==> config.mk <==
export PLATFORM = sky130hd
export DESIGN_NAME = adc_config_regs_flat
export DESIGN_NICKNAME = d
export VERILOG_FILES = /design/src/adc_cfg_pkg.sv /design/src/adc_serial_if.sv /design/src/adc_config_regs.sv /design/src/flat_wrapper.sv
export SDC_FILE = /design/constraint.sdc
export NUM_CORES = 1
export LEC_CHECK = 0
export ABC_AREA = 1
export BUFFER_PORTS_ARGS = -buffer_cell sky130_fd_sc_hd__buf_2
export CORE_ASPECT_RATIO = 0.75
export CORE_MARGIN = 8
export CORE_UTILIZATION = 61
export CTS_BUF_LIST = sky130_fd_sc_hd__clkbuf_16
export CTS_CLUSTER_SIZE = 28
export DETAILED_ROUTE_END_ITERATION = 7
export GPL_TIMING_DRIVEN = 0
export PLACE_DENSITY = 0.8
export SLEW_MARGIN = 20
export SYNTH_ARGS = -nofsm -noshare
export SYNTH_HDL_FRONTEND = slang
export SYNTH_SLANG_ARGS = --single-unit
==> constraint.sdc <==
create_clock -name aclk -period 2.3 [get_ports aclk]
set_input_delay 0.575 -clock aclk [delete_from_list [all_inputs] [get_ports aclk]]
set_output_delay 0.575 -clock aclk [all_outputs]
set_load 0.03 [all_outputs]
==> src/adc_cfg_pkg.sv <==
// Constants and types shared by both ends of the converter register link.
package adc_cfg_pkg;

	// ----------------------------------------------------------------
	// Serial frame
	// ----------------------------------------------------------------
	localparam int         FRAME_BITS    = 24;
	localparam int         HEADER_BITS   = 8;
	localparam logic [4:0] LAST_BIT_IDX  = 5'd23;
	localparam logic [4:0] HEADER_IDX    = 5'd7;
	localparam logic [4:0] FIRST_DATA    = 5'd8;
	localparam logic [2:0] HDR_WRITE     = 3'h2;
	localparam logic [2:0] HDR_READ      = 3'h6;

	// ----------------------------------------------------------------
	// Device register map
	// ----------------------------------------------------------------
	localparam logic [4:0]  ADDR_CONFIG_ONE     = 5'h01;
	localparam logic [4:0]  ADDR_CONFIG_TWO     = 5'h02;
	localparam logic [4:0]  ADDR_CAL_SETUP      = 5'h03;
	localparam logic [15:0] CONFIG_ONE_RESET    = 16'h0000;
	localparam logic [15:0] CONFIG_TWO_RESET    = 16'h0530;
	localparam logic [15:0] CAL_SETUP_RESET     = 16'hf580;

	localparam int MODE_LSB      = 14;
	localparam int SEL_A_LSB     = 6;
	localparam int SEL_B_LSB     = 8;
	localparam int SEL_C_LSB     = 10;
	localparam int SEL_D_LSB     = 12;
	localparam int COUPLING_BIT  = 5;
	localparam int PATTERN_BIT   = 3;
	localparam int SWALLOW_BIT   = 1;
	localparam int APERTURE_BIT  = 0;
	localparam int CAL_BIT       = 15;
	localparam int TERM_BIT      = 14;
	localparam int TRIM_BIT      = 12;
	localparam int SCAN_BIT      = 5;

	// Reserved fields: mask selects the bits, value is what must be written.
	localparam logic [15:0] CONFIG_ONE_RES_MASK = 16'h0014;
	localparam logic [15:0] CONFIG_ONE_RES_VAL  = 16'h0000;
	localparam logic [15:0] CONFIG_TWO_RES_MASK = 16'h3fff;
	localparam logic [15:0] CONFIG_TWO_RES_VAL  = 16'h0530;
	localparam logic [15:0] CAL_RES_MASK        = 16'he01f;
	localparam logic [15:0] CAL_RES_VAL         = 16'he000;

	typedef enum logic [1:0] {MODE_SINGLE, MODE_DUAL, MODE_QUAD, MODE_INVALID} mode_type;

	// ----------------------------------------------------------------
	// Timing
	// ----------------------------------------------------------------
	localparam int CLK_PERIOD_NS     = 10;
	localparam int SERIAL_PERIOD_NS  = 125;
	localparam int SCLK_HALF_CYCLES  = SERIAL_PERIOD_NS / (2 * CLK_PERIOD_NS);
	localparam logic [3:0] SCLK_HALF = 4'(SCLK_HALF_CYCLES - 1);

	// ----------------------------------------------------------------
	// Controller registers on AXI4-Lite
	// ----------------------------------------------------------------
	localparam int          AXI_ADDR_W      = 12;
	localparam logic [11:0] REG_COMMAND     = 12'h000;
	localparam logic [11:0] REG_STATUS      = 12'h004;
	localparam logic [11:0] REG_READ_DATA   = 12'h008;
	localparam int          CMD_ADDR_LSB    = 16;
	localparam int          CMD_READ_BIT    = 24;
	localparam int          STATUS_BUSY_BIT = 0;
	localparam int          STATUS_DONE_BIT = 1;
	localparam logic [1:0]  RESP_OKAY       = 2'b00;
	localparam logic [1:0]  RESP_SLVERR     = 2'b10;

endpackage

==> src/adc_serial_if.sv <==
// Serial register link between the host controller and the converter.
`timescale 1ns/1ns
`default_nettype none
interface adc_serial_if;
	logic serial_clk;
	logic serial_select_n;
	logic serial_in;
	logic serial_out;
	logic serial_out_en;

	modport device_end (
		input  serial_clk,
		input  serial_select_n,
		input  serial_in,
		output serial_out,
		output serial_out_en
	);

	modport host_end (
		output serial_clk,
		output serial_select_n,
		output serial_in,
		input  serial_out,
		input  serial_out_en
	);
endinterface
`default_nettype wire
==> src/adc_config_regs.sv <==
// Converter end: serial register port and configuration/calibration registers.
//
// Behaviour
// - Mode bits select single, dual, quad; 11 invalid.
// - Single mode: bits 7:6 feed every converter.
// - Dual: 7:6 to A/C, 9:8 to B/D.
// - Quad: A 7:6, B 9:8, C 11:10, D 13:12.
// - Coupling bit: zero AC, one DC.
// - Host writes zero to config bits 4, 2.
// - Pattern bit substitutes test pattern for samples.
// - Swallow bit drops one clock; clear before reuse.
// - Aperture bit enables delay adjustment from register.
// - Calibration bit starts calibration; never self-clears.
// - Trigger is bit OR pin; both low rearm.
// - Termination bit: zero 100 ohms, one 150.
// - Host writes 0x0530 into config-two reserved bits.
// - Host keeps calibration top bits at 111.
// - Trim bit lets calibration trim terminations.
// - Scan bit enables coefficient vector access.
// - Host writes zeros to calibration low bits.
// - 24-bit MSB-first frame: header, address, data.
// - Select low whole frame; sample on rise.
//
// The AXI4-Lite interface to the registers is this design's own decision.
`timescale 1ns/1ns
`default_nettype none
module adc_config_regs
	import adc_cfg_pkg::*;
(
	input  wire logic            aclk,                 // System clock.
	input  wire logic            aresetn,              // Synchronous reset, active low.
	adc_serial_if.device_end     link,                 // Serial register port.
	input  wire logic            cal_pin,              // External calibration pin, asynchronous.
	output mode_type             converter_mode,       // Sampling mode.
	output logic                 mode_invalid,         // Mode field holds the unusable code.
	output logic [1:0]           input_sel_a,          // Input routed to converter A.
	output logic [1:0]           input_sel_b,          // Input routed to converter B.
	output logic [1:0]           input_sel_c,          // Input routed to converter C.
	output logic [1:0]           input_sel_d,          // Input routed to converter D.
	output logic                 direct_coupling_select, // High selects DC coupling.
	output logic                 pattern_output_select,  // High substitutes the test pattern.
	output logic                 clock_swallow,        // One-cycle pulse: drop one clock.
	output logic                 aperture_delay_enable, // Aperture delay adjustment on.
	output logic                 cal_request,          // Level: bit OR pin.
	output logic                 cal_start,            // One-cycle pulse: start calibration.
	output logic                 termination_value_select, // High selects 150 ohm.
	output logic                 resistor_trim_enable, // Calibration trims terminations.
	output logic                 coefficient_scan_enable // Coefficient scan access allowed.
);

	// ----------------------------------------------------------------
	// State
	// ----------------------------------------------------------------
	typedef struct packed {
		logic        sclk_s1;
		logic        sclk_s2;
		logic        sclk_s3;
		logic        sel_s1;
		logic        sel_s2;
		logic        sdi_s1;
		logic        sdi_s2;
		logic        cal_s1;
		logic        cal_s2;
		logic [4:0]  bit_count;
		logic [23:0] shift_in;
		logic [15:0] shift_out;
		logic        reading;
		logic [15:0] config_one;
		logic [15:0] config_two;
		logic [15:0] cal_setup;
		logic        swallow_prev;
		logic        swallow_pulse;
		logic        cal_prev;
		logic        cal_pulse;
		logic [7:0]  routes;
	} dev_state_type;

	dev_state_type state_q;
	dev_state_type state_d;

	// ----------------------------------------------------------------
	// Functions
	// ----------------------------------------------------------------
	function automatic logic [15:0] read_reg(input logic [4:0] addr,
		input logic [15:0] one, input logic [15:0] two, input logic [15:0] cal);
		logic [15:0] value;
		value = 16'h0000;
		unique case (addr)
			ADDR_CONFIG_ONE: value = one;
			ADDR_CONFIG_TWO: value = two;
			ADDR_CAL_SETUP:  value = cal;
			default:         value = 16'h0000;
		endcase
		return value;
	endfunction

	// Packs the A, B, C, D selects (A in the low pair) from the first register.
	function automatic logic [7:0] route_inputs(input logic [15:0] cfg);
		logic [1:0] a;
		logic [1:0] b;
		logic [1:0] c;
		logic [1:0] d;
		logic [7:0] r;
		a = cfg[SEL_A_LSB +: 2];
		b = cfg[SEL_B_LSB +: 2];
		c = cfg[SEL_C_LSB +: 2];
		d = cfg[SEL_D_LSB +: 2];
		unique case (mode_type'(cfg[MODE_LSB +: 2]))
			MODE_SINGLE:  r = {a, a, a, a};
			MODE_DUAL:    r = {b, a, b, a};
			MODE_QUAD:    r = {d, c, b, a};
			MODE_INVALID: r = 8'h00;
		endcase
		return r;
	endfunction

	// ----------------------------------------------------------------
	// Next state
	// ----------------------------------------------------------------
	logic        sclk_rise;
	logic        sclk_fall;
	logic [23:0] next_shift;
	logic        cal_level;

	always_comb begin
		state_d = state_q;
		state_d.sclk_s1 = link.serial_clk;
		state_d.sclk_s2 = state_q.sclk_s1;
		state_d.sclk_s3 = state_q.sclk_s2;
		state_d.sel_s1  = link.serial_select_n;
		state_d.sel_s2  = state_q.sel_s1;
		state_d.sdi_s1  = link.serial_in;
		state_d.sdi_s2  = state_q.sdi_s1;
		state_d.cal_s1  = cal_pin;
		state_d.cal_s2  = state_q.cal_s1;

		sclk_rise  = state_q.sclk_s2 & ~state_q.sclk_s3;
		sclk_fall  = ~state_q.sclk_s2 & state_q.sclk_s3;
		next_shift = {state_q.shift_in[22:0], state_q.sdi_s2};

		if (state_q.sel_s2) begin
			// A frame cut short by select rising is dropped whole.
			state_d.bit_count = 5'd0;
			state_d.reading   = 1'b0;
		end else if (sclk_rise && state_q.bit_count <= LAST_BIT_IDX) begin
			state_d.shift_in  = next_shift;
			state_d.bit_count = state_q.bit_count + 5'd1;
			if (state_q.bit_count == HEADER_IDX && next_shift[7:5] == HDR_READ) begin
				state_d.reading   = 1'b1;
				state_d.shift_out = read_reg(next_shift[4:0], state_q.config_one,
					state_q.config_two, state_q.cal_setup);
			end
			if (state_q.bit_count == LAST_BIT_IDX && next_shift[23:21] == HDR_WRITE) begin
				unique case (next_shift[20:16])
					ADDR_CONFIG_ONE: state_d.config_one = next_shift[15:0];
					ADDR_CONFIG_TWO: state_d.config_two = next_shift[15:0];
					ADDR_CAL_SETUP:  state_d.cal_setup  = next_shift[15:0];
					default:         state_d.shift_in   = next_shift;
				endcase
			end
		end else if (sclk_fall && state_q.reading && state_q.bit_count > FIRST_DATA) begin
			state_d.shift_out = {state_q.shift_out[14:0], 1'b0};
		end

		// A bump is requested only by a fresh 0-to-1 of the bit.
		state_d.swallow_prev  = state_q.config_one[SWALLOW_BIT];
		state_d.swallow_pulse = state_q.config_one[SWALLOW_BIT] & ~state_q.swallow_prev;

		// Holding either source high blocks a new start from the other.
		cal_level           = state_q.config_two[CAL_BIT] | state_q.cal_s2;
		state_d.cal_prev    = cal_level;
		state_d.cal_pulse   = cal_level & ~state_q.cal_prev;

		state_d.routes = route_inputs(state_q.config_one);
	end

	// ----------------------------------------------------------------
	// Registers
	// ----------------------------------------------------------------
	always_ff @(posedge aclk) begin
		if (!aresetn) begin
			state_q            <= '0;
			state_q.sclk_s1    <= 1'b0;
			state_q.sel_s1     <= 1'b1;
			state_q.sel_s2     <= 1'b1;
			state_q.config_one <= CONFIG_ONE_RESET;
			state_q.config_two <= CONFIG_TWO_RESET;
			state_q.cal_setup  <= CAL_SETUP_RESET;
		end else begin
			state_q <= state_d;
		end
	end

	// ----------------------------------------------------------------
	// Outputs
	// ----------------------------------------------------------------
	assign link.serial_out    = state_q.shift_out[15];
	assign link.serial_out_en = state_q.reading & ~state_q.sel_s2;

	assign converter_mode           = mode_type'(state_q.config_one[MODE_LSB +: 2]);
	assign mode_invalid             = (converter_mode == MODE_INVALID);
	assign input_sel_a              = state_q.routes[1:0];
	assign input_sel_b              = state_q.routes[3:2];
	assign input_sel_c              = state_q.routes[5:4];
	assign input_sel_d              = state_q.routes[7:6];
	assign direct_coupling_select   = state_q.config_one[COUPLING_BIT];
	assign pattern_output_select    = state_q.config_one[PATTERN_BIT];
	assign clock_swallow            = state_q.swallow_pulse;
	assign aperture_delay_enable    = state_q.config_one[APERTURE_BIT];
	assign cal_request              = state_q.cal_prev;
	assign cal_start                = state_q.cal_pulse;
	assign termination_value_select = state_q.config_two[TERM_BIT];
	assign resistor_trim_enable     = state_q.cal_setup[TRIM_BIT];
	assign coefficient_scan_enable  = state_q.cal_setup[SCAN_BIT];

endmodule // adc_config_regs
`default_nettype wire

==> src/flat_wrapper.sv <==
// flat-port wrapper written by rule: the top's interface ports become plain ports
module adc_config_regs_flat import adc_cfg_pkg::*;
  (aclk, aresetn, cal_pin, converter_mode, mode_invalid, input_sel_a, input_sel_b, input_sel_c, input_sel_d, direct_coupling_select, pattern_output_select, clock_swallow, aperture_delay_enable, cal_request, cal_start, termination_value_select, resistor_trim_enable, coefficient_scan_enable, link_serial_clk, link_serial_select_n, link_serial_in, link_serial_out, link_serial_out_en);
  adc_serial_if link_i ();
  input  wire logic aclk;
  input  wire logic aresetn;
  input  wire logic cal_pin;
  output mode_type converter_mode;
  output logic mode_invalid;
  output logic [1:0] input_sel_a;
  output logic [1:0] input_sel_b;
  output logic [1:0] input_sel_c;
  output logic [1:0] input_sel_d;
  output logic direct_coupling_select;
  output logic pattern_output_select;
  output logic clock_swallow;
  output logic aperture_delay_enable;
  output logic cal_request;
  output logic cal_start;
  output logic termination_value_select;
  output logic resistor_trim_enable;
  output logic coefficient_scan_enable;
  input wire logic [$bits(link_i.serial_clk)-1:0] link_serial_clk;
  input wire logic [$bits(link_i.serial_select_n)-1:0] link_serial_select_n;
  input wire logic [$bits(link_i.serial_in)-1:0] link_serial_in;
  output wire logic [$bits(link_i.serial_out)-1:0] link_serial_out;
  output wire logic [$bits(link_i.serial_out_en)-1:0] link_serial_out_en;
  assign link_i.serial_clk = link_serial_clk;
  assign link_i.serial_select_n = link_serial_select_n;
  assign link_i.serial_in = link_serial_in;
  assign link_serial_out = link_i.serial_out;
  assign link_serial_out_en = link_i.serial_out_en;
  adc_config_regs u_core (.aclk(aclk), .aresetn(aresetn), .link(link_i), .cal_pin(cal_pin), .converter_mode(converter_mode), .mode_invalid(mode_invalid), .input_sel_a(input_sel_a), .input_sel_b(input_sel_b), .input_sel_c(input_sel_c), .input_sel_d(input_sel_d), .direct_coupling_select(direct_coupling_select), .pattern_output_select(pattern_output_select), .clock_swallow(clock_swallow), .aperture_delay_enable(aperture_delay_enable), .cal_request(cal_request), .cal_start(cal_start), .termination_value_select(termination_value_select), .resistor_trim_enable(resistor_trim_enable), .coefficient_scan_enable(coefficient_scan_enable));
endmodule
Yosys cells after proc, flatten, opt, wreduce, memory -nomap -nowiden:

Index checks and enable logic that the tools add are counted.

* flip-flop bits (word level): 114
* input bits: 6
* output and inout port bits: 22
* word-level logic and storage cells: 69

* add/subtract/negate cells: 1
* magnitude comparators: 2
* equal/unequal tests: 14
* multiplexer cells: 5
* bitwise gates (word level): 12
* reduce and logical (&&, ||, !) cells: 14

Operators by type and width (count)
* case mux 16 bit (3 select lines): 1
* 2-to-1 mux 16 bit: 2
* case mux 8 bit (4 select lines): 1
* == test 5 x 2 -> 1 bit, second input constant: 4
* 2-to-1 mux 17 bit: 1
* AND reduction 4 bit: 3
* == test 5 x 1 -> 1 bit, second input constant: 2
* NOT 1 bit: 6
* adder 5 x 1 -> 5 bit, second input constant: 1
* bitwise AND 1 bit: 5
* == test 5 x 3 -> 1 bit, second input constant: 1
* == test 5 bit, second input constant: 1
* > comparator 5 x 4 -> 1 bit, second input constant: 1
* <= comparator 5 bit, second input constant: 1
* logical AND 1 bit: 5
* == test 2 bit, second input constant: 2
* AND reduction 2 bit: 2
* == test 3 x 2 -> 1 bit, second input constant: 1
* == test 3 bit, second input constant: 1
* AND reduction 3 bit: 1
* == test 2 x 1 -> 1 bit, second input constant: 1
* logical NOT 2 bit: 1
* != test 2 bit, second input constant: 1
* nonzero test 2 bit: 1
* other kinds (2): 2

Depth between registers and ports, before layout:

Gate-level depths: netlist (run 1).

* word-level depth: 6
* depth in mapped cells: 11
* gate-level depth less buffers: 10

Least setup slack after synthesis (run 1):

OpenSTA, ideal clock, no wires.

* path type: register to register
* start point: register u_core.state_q[60] (netlist bit)
* end point: register u_core.state_q, in the netlist u_core.link.serial_out
* setup time: 0.064 ns
* data arrival time: 1.565 ns
* required time: 2.236 ns
* setup slack: 0.671 ns
* stages on the path, launching flop included: 8
* buffers on the path: 1
* period minus slack after synthesis: 1.629 ns
* cells stage by stage: dfxtp_1 > inv_1 > nor2_1 > nand3_1 > clkbuf_1 > nand3_1 > nand2_1 > nor2_1

* longest elaborated chain between the ends: 4

RTL lines
* start: declaration: RTL line adc_config_regs.sv:78 `dev_state_type state_q;`
* start signal: assignment: RTL line adc_config_regs.sv:190 `state_q <= state_d;`
* logical AND 1 bit (2 in a row): RTL line adc_config_regs.sv:161 `end else if (sclk_fall && state_q.reading && state_q.bit_count > FIRST_DATA) begin`
* nonzero test 2 bit (no line)
* AND reduction 3 bit (no line)

Every way passes these cells.
A chain may end at the register's enable or synchronous reset.

Worst setup path after layout (run 1):

* start point: register u_core.state_q[102] (netlist bit)
* end point: register u_core.state_q, in the netlist u_core.resistor_trim_enable

* longest elaborated chain between the ends: 3
* elaborated cells on any way between the ends: 5
* classes of those cells: order compare (1); eq/ne (1); reduce/logical (3)

RTL lines (RTL line)
* <= comparator 5 bit or == test 5 bit (tied branches): adc_config_regs.sv:145, adc_config_regs.sv:153
* logical AND 1 bit, on equally long branches: adc_config_regs.sv:145, adc_config_regs.sv:153
* AND reduction 4 bit (no line) *

Every way passes the cells marked *; elsewhere a longest branch is shown, timed or not.

==> results of run 1 <==
==> flip-flops by register name, summed over array words and instances, names as in the netlist, 2 cells and up <==
register	cells
u_core.input_sel_c	2
u_core.input_sel_d	2
u_core.input_sel_b	2
u_core.next_shift	24
u_core.state_d	6
u_core.converter_mode	2
u_core.state_q	64
u_core.input_sel_a	2
==> report_power, final <==
part | internal, mW | leakage (nW) | switching [mW] | total (mW)
sequential | 1.98 | 0.920 | 0.00432 | 1.99
clock | 1.69 | 0.282 | 0.955 | 2.64
combinational | 0.0257 | 1.54 | 0.0894 | 0.115
==> kinds of logic after synthesis <==
group	count (synthesis)	synth area share [%]
adders and majority gates	2	0.476
DFF	114	43.4
and+or+nand+nor	479	39.7
AOI/OAI and AO/OA	48	4.76
buffers and inverters	135	11.6
==> worst max path at each step <==
stage                                                           to  depth (start not counted)
after floorplan                u_core.link.serial_out$_SDFFE_PN0P_                          7
after global placement            u_core.input_sel_d[1]$_SDFF_PN0_                          5
after detailed placement          u_core.input_sel_d[0]$_SDFF_PN0_                          5
after CTS                 u_core.resistor_trim_enable$_SDFFE_PN1P_                          8
after global routing               u_core.state_q[68]$_SDFFE_PN0P_                          9
final                     u_core.resistor_trim_enable$_SDFFE_PN1P_                          8
==> per-layer routing <==
layer	up-vias	wire length, um	track usage (%)
li1	2531	-	-
met1	2393	6270	30.7
met2	210	6480	41.6
met3	24	1040	6.74
met4	0	221	10.2
met5	-	0	0
==> critical path, delay by kind of cell (launching register included) <==
family,cells,cell delay (ns)
and+or+nand+nor,5,0.93
buffers and inverters,2,0.37
DFF,1,0.35
adders and majority gates,1,0.22
==> area by class of cell <==
class / instances / area share, %
multi-input cells: 529 / 38.6
flip-flops and latches: 114 / 37.3
clock buffers: 17 / 6.96
inverters: 84 / 5.16
plain buffers: 51 / 4.83
clock inverters: 15 / 2.74
well taps: 108 / 2.21
repair buffers: 26 / 2.13
==> cell usage after synthesis, types with 6 or more instances <==
cell      number
buf_1          7
clkbuf_1      12
a21oi_1       36
buf_4         13
dfxtp_1      114
o21ai_0        6
inv_1         79
nor2_1       160
buf_2         14
nand4_1       34
nand2_1      190
nand3_1       75
==> stage by stage <==
step | setup slack, ns | hold WS (ns) | instance area, um^2
floorplan | 0.671 | 0.368 | 5260
global placement | 0.134 | 0.376 | 5520
detailed placement | 0.128 | 0.402 | 5520
CTS | 0.378 | 0.331 | 6110
global route | 0.205 | 0.333 | 6110
finish | 0.344 | 0.339 | 6110
==> impl_metrics.csv, run 1 <==
group,metric,value,unit
worst_setup_path,path_max_fanout,10,
final_layout,final_cell_mix,"190 x nand2_1, 160 x nor2_1, 114 x dfxtp_1",
clock_tree,clk_latency,0.42,ns
sta,drv_slew,0,
worst_setup_path,critPathLaunch,"u_core.state_q[102]$_SDFFE_PP0P_",
worst_setup_path,slowest_stage,"nor3_4",
synthesis,async_flop_share,0,%
clock_tree,tritoncts,"built",
job,cap_viol_max_count,0,
power_and_ir_drop,finalPower,4.75,mW
synthesis,yosysTopAreaCellShare,43.4,%
global_routing,grt_pass1_vias,4806,
global_routing,grt-ovfl-total,0,
sta,fin_skew,0.00629,ns
sta,worst_pin_slew,0.639,ns
route,viasPerCell,5.46,
clock_tree,clock-sinks,114,
synthesis,yosysSeqAreaShare,43.4,%
hold_path,whs_endpoint,"u_core.state_d[106]$_SDFF_PN0_",
synthesis,syn_area,5260,um^2
die,die_h,96.4,um
clock_tree,root_buffer,"clkbuf_16",
worst_setup_path,r2r-end,"u_core.resistor_trim_enable$_SDFFE_PN1P_",
route,drcViolationCount,0,
global_routing,grt_pass1_wl,23000,um
hold_path,min_path_cells,3,
sta,grt_setup_unrepaired,"false",
route,drt-total-wl,14000,um
synthesis,ys_ff_latch,114,
sta,finalHoldViolCount,0,
synthesis,synth_area_leaders,"dfxtp_1 43%, nand2_1 14%, nor2_1 11%",
synthesis,syn_inst,778,
clock_tree,postCtsResizedCells,0,
worst_setup_path,cp-end-kind,"register",
final_layout,layout_commonest_cell,"nand2_1",
worst_setup_path,crit_path_frequent_cell,"nand3_4",
final_layout,seq_area,2280,um^2
route,drt_iter0_drc,557,
worst_setup_path,r2r_slack,0.34,ns
global_routing,track_usage,25.1,%
sta,max_freq,511,MHz
worst_setup_path,critPathKind,"reg2reg",
worst_setup_path,critPathMaxStageDelay,0.46,ns
place,place_inst,912,
final_layout,drive_gt1_share,12.8,%
worst_setup_path,worstSetupStartpointType,"register",
run_status,outcome,"completed",
hold_path,worstHoldPathType,"in2reg",
final_layout,diodes,0,
synthesis,syn_nets,786,
global_routing,grt_max_degree,17,
clock_tree,ctsLongestPathBuffers,2,
sta,finalSetupViolCount,0,
die,core-area,8420,um^2
final_layout,nFillCells,698,
sta,maxSlewHeadroom,57.4,%
synthesis,synth_edf_count,0,
final_layout,utilization,72.6,%
final_layout,syn2layout_area_growth,16.3,%
power_and_ir_drop,powerDensity,776,nW/um^2
sta,fin_tns_setup,0,ns
clock_tree,htreeDepth,4,
clock_tree,hold_buffers,0,
worst_setup_path,critPathArrivalTime,2.31,ns
power_and_ir_drop,leakage,2.74,nW
clock_tree,cts_buffers,17,
place,port_buffers,26,
die,initial_core_util,62.4,%
worst_setup_path,cp.required,2.65,ns
final_layout,multiInputGateArea,2360,um^2
worst_setup_path,reg2reg_depth,8,
die,die_w,123,um
die,die_area,11900,um^2
final_layout,nNetsFinal,831,
die,num_rows,29,
route,vias,5158,
synthesis,yosysTopAreaCell,"dfxtp_1",
clock_tree,path_clk_slew,0.06,ns
synthesis,yosys_warnings,0,
route,wire_per_inst,14.8,um
synthesis,ys_types,27,
route,antenna_left,0,
place,gp_congestion,0.895,
synthesis,synth_area_per_cell,6.75,um^2
worst_setup_path,cp_cell_sequence,"ha_1 > nand3_4 > nor3_4 > nand3_4 > inv_2 > buf_6 > nand2_1 > nand3_1",
worst_setup_path,r2r-start,"u_core.state_q[102]$_SDFFE_PP0P_",
global_routing,antenna_found_initial,0,
sta,post-route-period-util,85.0,%
place,hpwl,10000,um
final_layout,finalNonFillerCells,944,
die,io_pins,28,
clock_tree,post_cts_buffers,0,
hold_path,hp-start,"cal_pin",
synthesis,synth-main-ff-cell,"dfxtp_1",
power_and_ir_drop,ir_drop,0.000985,V
sta,period_minus_slack,1.96,ns
route,drtPass1Iterations,6,
Note: power is estimated with default switching activity, not from simulation.
==> run 2: changes to the inputs <==
Settings changed: CORE_UTILIZATION 61 to 35, PLACE_DENSITY 0.8 to 0.51.
==> impl_metrics.csv, run 2 (synthesis results as in run 1) <==
group,metric,value,unit
die,die_h,122,um
final_layout,layout_commonest_cell,"nand2_1",
worst_setup_path,critPathLaunch,"u_core.next_shift[6]$_SDFFE_PN0P_",
route,antenna_left,0,
final_layout,utilization,42.9,%
global_routing,grt_max_degree,17,
sta,maxSlewHeadroom,54.7,%
final_layout,nFillCells,1541,
route,vias,4914,
global_routing,track_usage,16.3,%
place,placed_cell_area,5640,um^2
power_and_ir_drop,internal_power,3.79,mW
sta,whs,0.339,ns
clock_tree,postCtsResizedCells,0,
clock_tree,root_buffer,"clkbuf_16",
sta,finalSetupViolCount,0,
power_and_ir_drop,switching_share,21.2,%
die,io_pins,28,
global_routing,grt_pass1_vias,4664,
final_layout,final_cell_mix,"190 x nand2_1, 160 x nor2_1, 114 x dfxtp_1",
place,port_buffers,26,
sta,finalHoldViolCount,0,
power_and_ir_drop,pwr-share-clk,56.2,%
die,die_area,19200,um^2
route,drcViolationCount,0,
hold_path,worstHoldPathType,"in2reg",
clock_tree,htreeDepth,4,
global_routing,grt_pass1_wl,24300,um
global_routing,grt-ovfl-total,0,
final_layout,diodes,0,
clock_tree,hold_buffers,0,
sta,grt_setup_unrepaired,"false",
sta,post-route-period-util,86.7,%
sta,period_minus_slack,1.99,ns
route,wire_per_inst,14.3,um
worst_setup_path,cp.required,2.61,ns
worst_setup_path,path_max_fanout,10,
worst_setup_path,r2r-end,"u_core.link.serial_out$_SDFFE_PN0P_",
worst_setup_path,worstSetupStartpointType,"register",
route,viasPerCell,4.74,
worst_setup_path,r2r-start,"u_core.next_shift[6]$_SDFFE_PN0P_",
route,top_layer,"met4",
final_layout,syn2layout_area_growth,18.7,%
clock_tree,post_cts_buffers,0,
final_layout,largest_reg_flops,64,
route,wl_met2,6370,um
sta,max_freq,502,MHz
worst_setup_path,r2r_slack,0.31,ns
sta,fin_skew,0.0116,ns
final_layout,nNetsFinal,831,
clock_tree,ctsLongestPathBuffers,2,
worst_setup_path,cp-end-kind,"register",
sta,drv_slew,0,
final_layout,regMostFlops,"u_core.state_q",
power_and_ir_drop,p_switching,1.02,mW
place,gp_congestion,0.841,
sta,worst_pin_slew,0.680,ns
die,die_w,157,um
power_and_ir_drop,powerDensity,772,nW/um^2
final_layout,post-route-cell-area,6240,um^2
clock_tree,clock-sinks,114,
final_layout,drive_gt1_share,12.6,%
worst_setup_path,reg2reg_depth,10,
worst_setup_path,critPathKind,"reg2reg",
final_layout,finalNonFillerCells,1036,
power_and_ir_drop,seq_power_share,41.3,%
sta,fin_tns_setup,0,ns
die,core-area,14500,um^2
power_and_ir_drop,leakage,2.76,nW
clock_tree,tritoncts,"built",
route,drtPass1Iterations,5,
route,dr_wl_met3,657,um
route,wl_met1,7590,um
worst_setup_path,critPathArrivalTime,2.30,ns
hold_path,whs_endpoint,"u_core.state_d[113]$_SDFF_PN0_",
route,drt-total-wl,14800,um
global_routing,antenna_found_initial,0,
hold_path,min_path_cells,3,
power_and_ir_drop,finalPower,4.81,mW
place,hpwl,11200,um
place,preCtsSetupSlack,-0.0784,ns
die,num_rows,38,
clock_tree,cts_buffers,17,
die,initial_core_util,36.1,%
power_and_ir_drop,pwr-share-comb,2.4,%
clock_tree,clk_latency,0.42,ns
sta,fin_ws,0.306,ns
clock_tree,path_clk_slew,0.06,ns
power_and_ir_drop,ir_drop,0.000487,V
place,place_inst,1004,
hold_path,hp-start,"link_serial_clk",
job,cap_viol_max_count,0,
run_status,outcome,"completed",
route,drt_iter0_drc,331,
## run 2: changes by cell type in the layout (fill, tap and decap cells not counted), sizes merged
cell | before | now
bufinv | 3 | 4
clkinv | 6 | 4
clkinvlp | 4 | 3
inv | 86 | 88
## run 2: cell type report
type | count | area [um^2] | area share [%]
sequential | 114 | 2280 | 36.6
tap | 200 | 250 | 4.01
clock inverter | 15 | 176 | 2.83
multi-input combinational | 529 | 2360 | 37.9
clock buffer | 17 | 425 | 6.82
inverter | 84 | 315 | 5.06
buffer | 51 | 295 | 4.73
timing repair buffer | 26 | 130 | 2.09
## run 2: critical path, stage by stage, from the launching register on
cell and delay, ns:
dfxtp_1 0.38, inv_1 0.12, nor2_1 0.20, nand2_1 0.08, nor2_1 0.19, nand3_1 0.14
nand2_1 0.27, buf_4 0.23, nand3_1 0.08, nor2_1 0.14, nor2_1 0.05
## run 2: power groups by stage
stage / registers (mW) / logic (mW) / clock network (mW)
4_1_cts: 1.99 / 0.118 / 2.76
2_1_floorplan: 2.03 / 0.0741 / 0
5_1_grt: 1.99 / 0.131 / 2.85
3_5_place_dp: 2.03 / 0.118 / 0
3_3_place_gp: 2.03 / 0.115 / 0
6_report: 1.99 / 0.117 / 2.71
## run 2: how the worst max path moves through the flow
stage,to,slack [ns],cells past startpoint
detailed placement,u_core.input_sel_d[0]$_SDFF_PN0_,-0.08,5
floorplan,u_core.link.serial_out$_SDFFE_PN0P_,0.67,7
global route,u_core.link.serial_out$_SDFFE_PN0P_,0.08,10
CTS,u_core.resistor_trim_enable$_SDFFE_PN1P_,0.33,8
finish,u_core.link.serial_out$_SDFFE_PN0P_,0.31,10
global placement,u_core.input_sel_d[1]$_SDFF_PN0_,-0.02,5
## run 2: metal layers
| layer | GRT usage [%] | vias up |
|---|---|---|
| li1 | - | 2528 |
| met1 | 22.5 | 2262 |
| met2 | 24.7 | 105 |
| met3 | 3.72 | 19 |
| met4 | 5.28 | 0 |
| met5 | 0 | - |
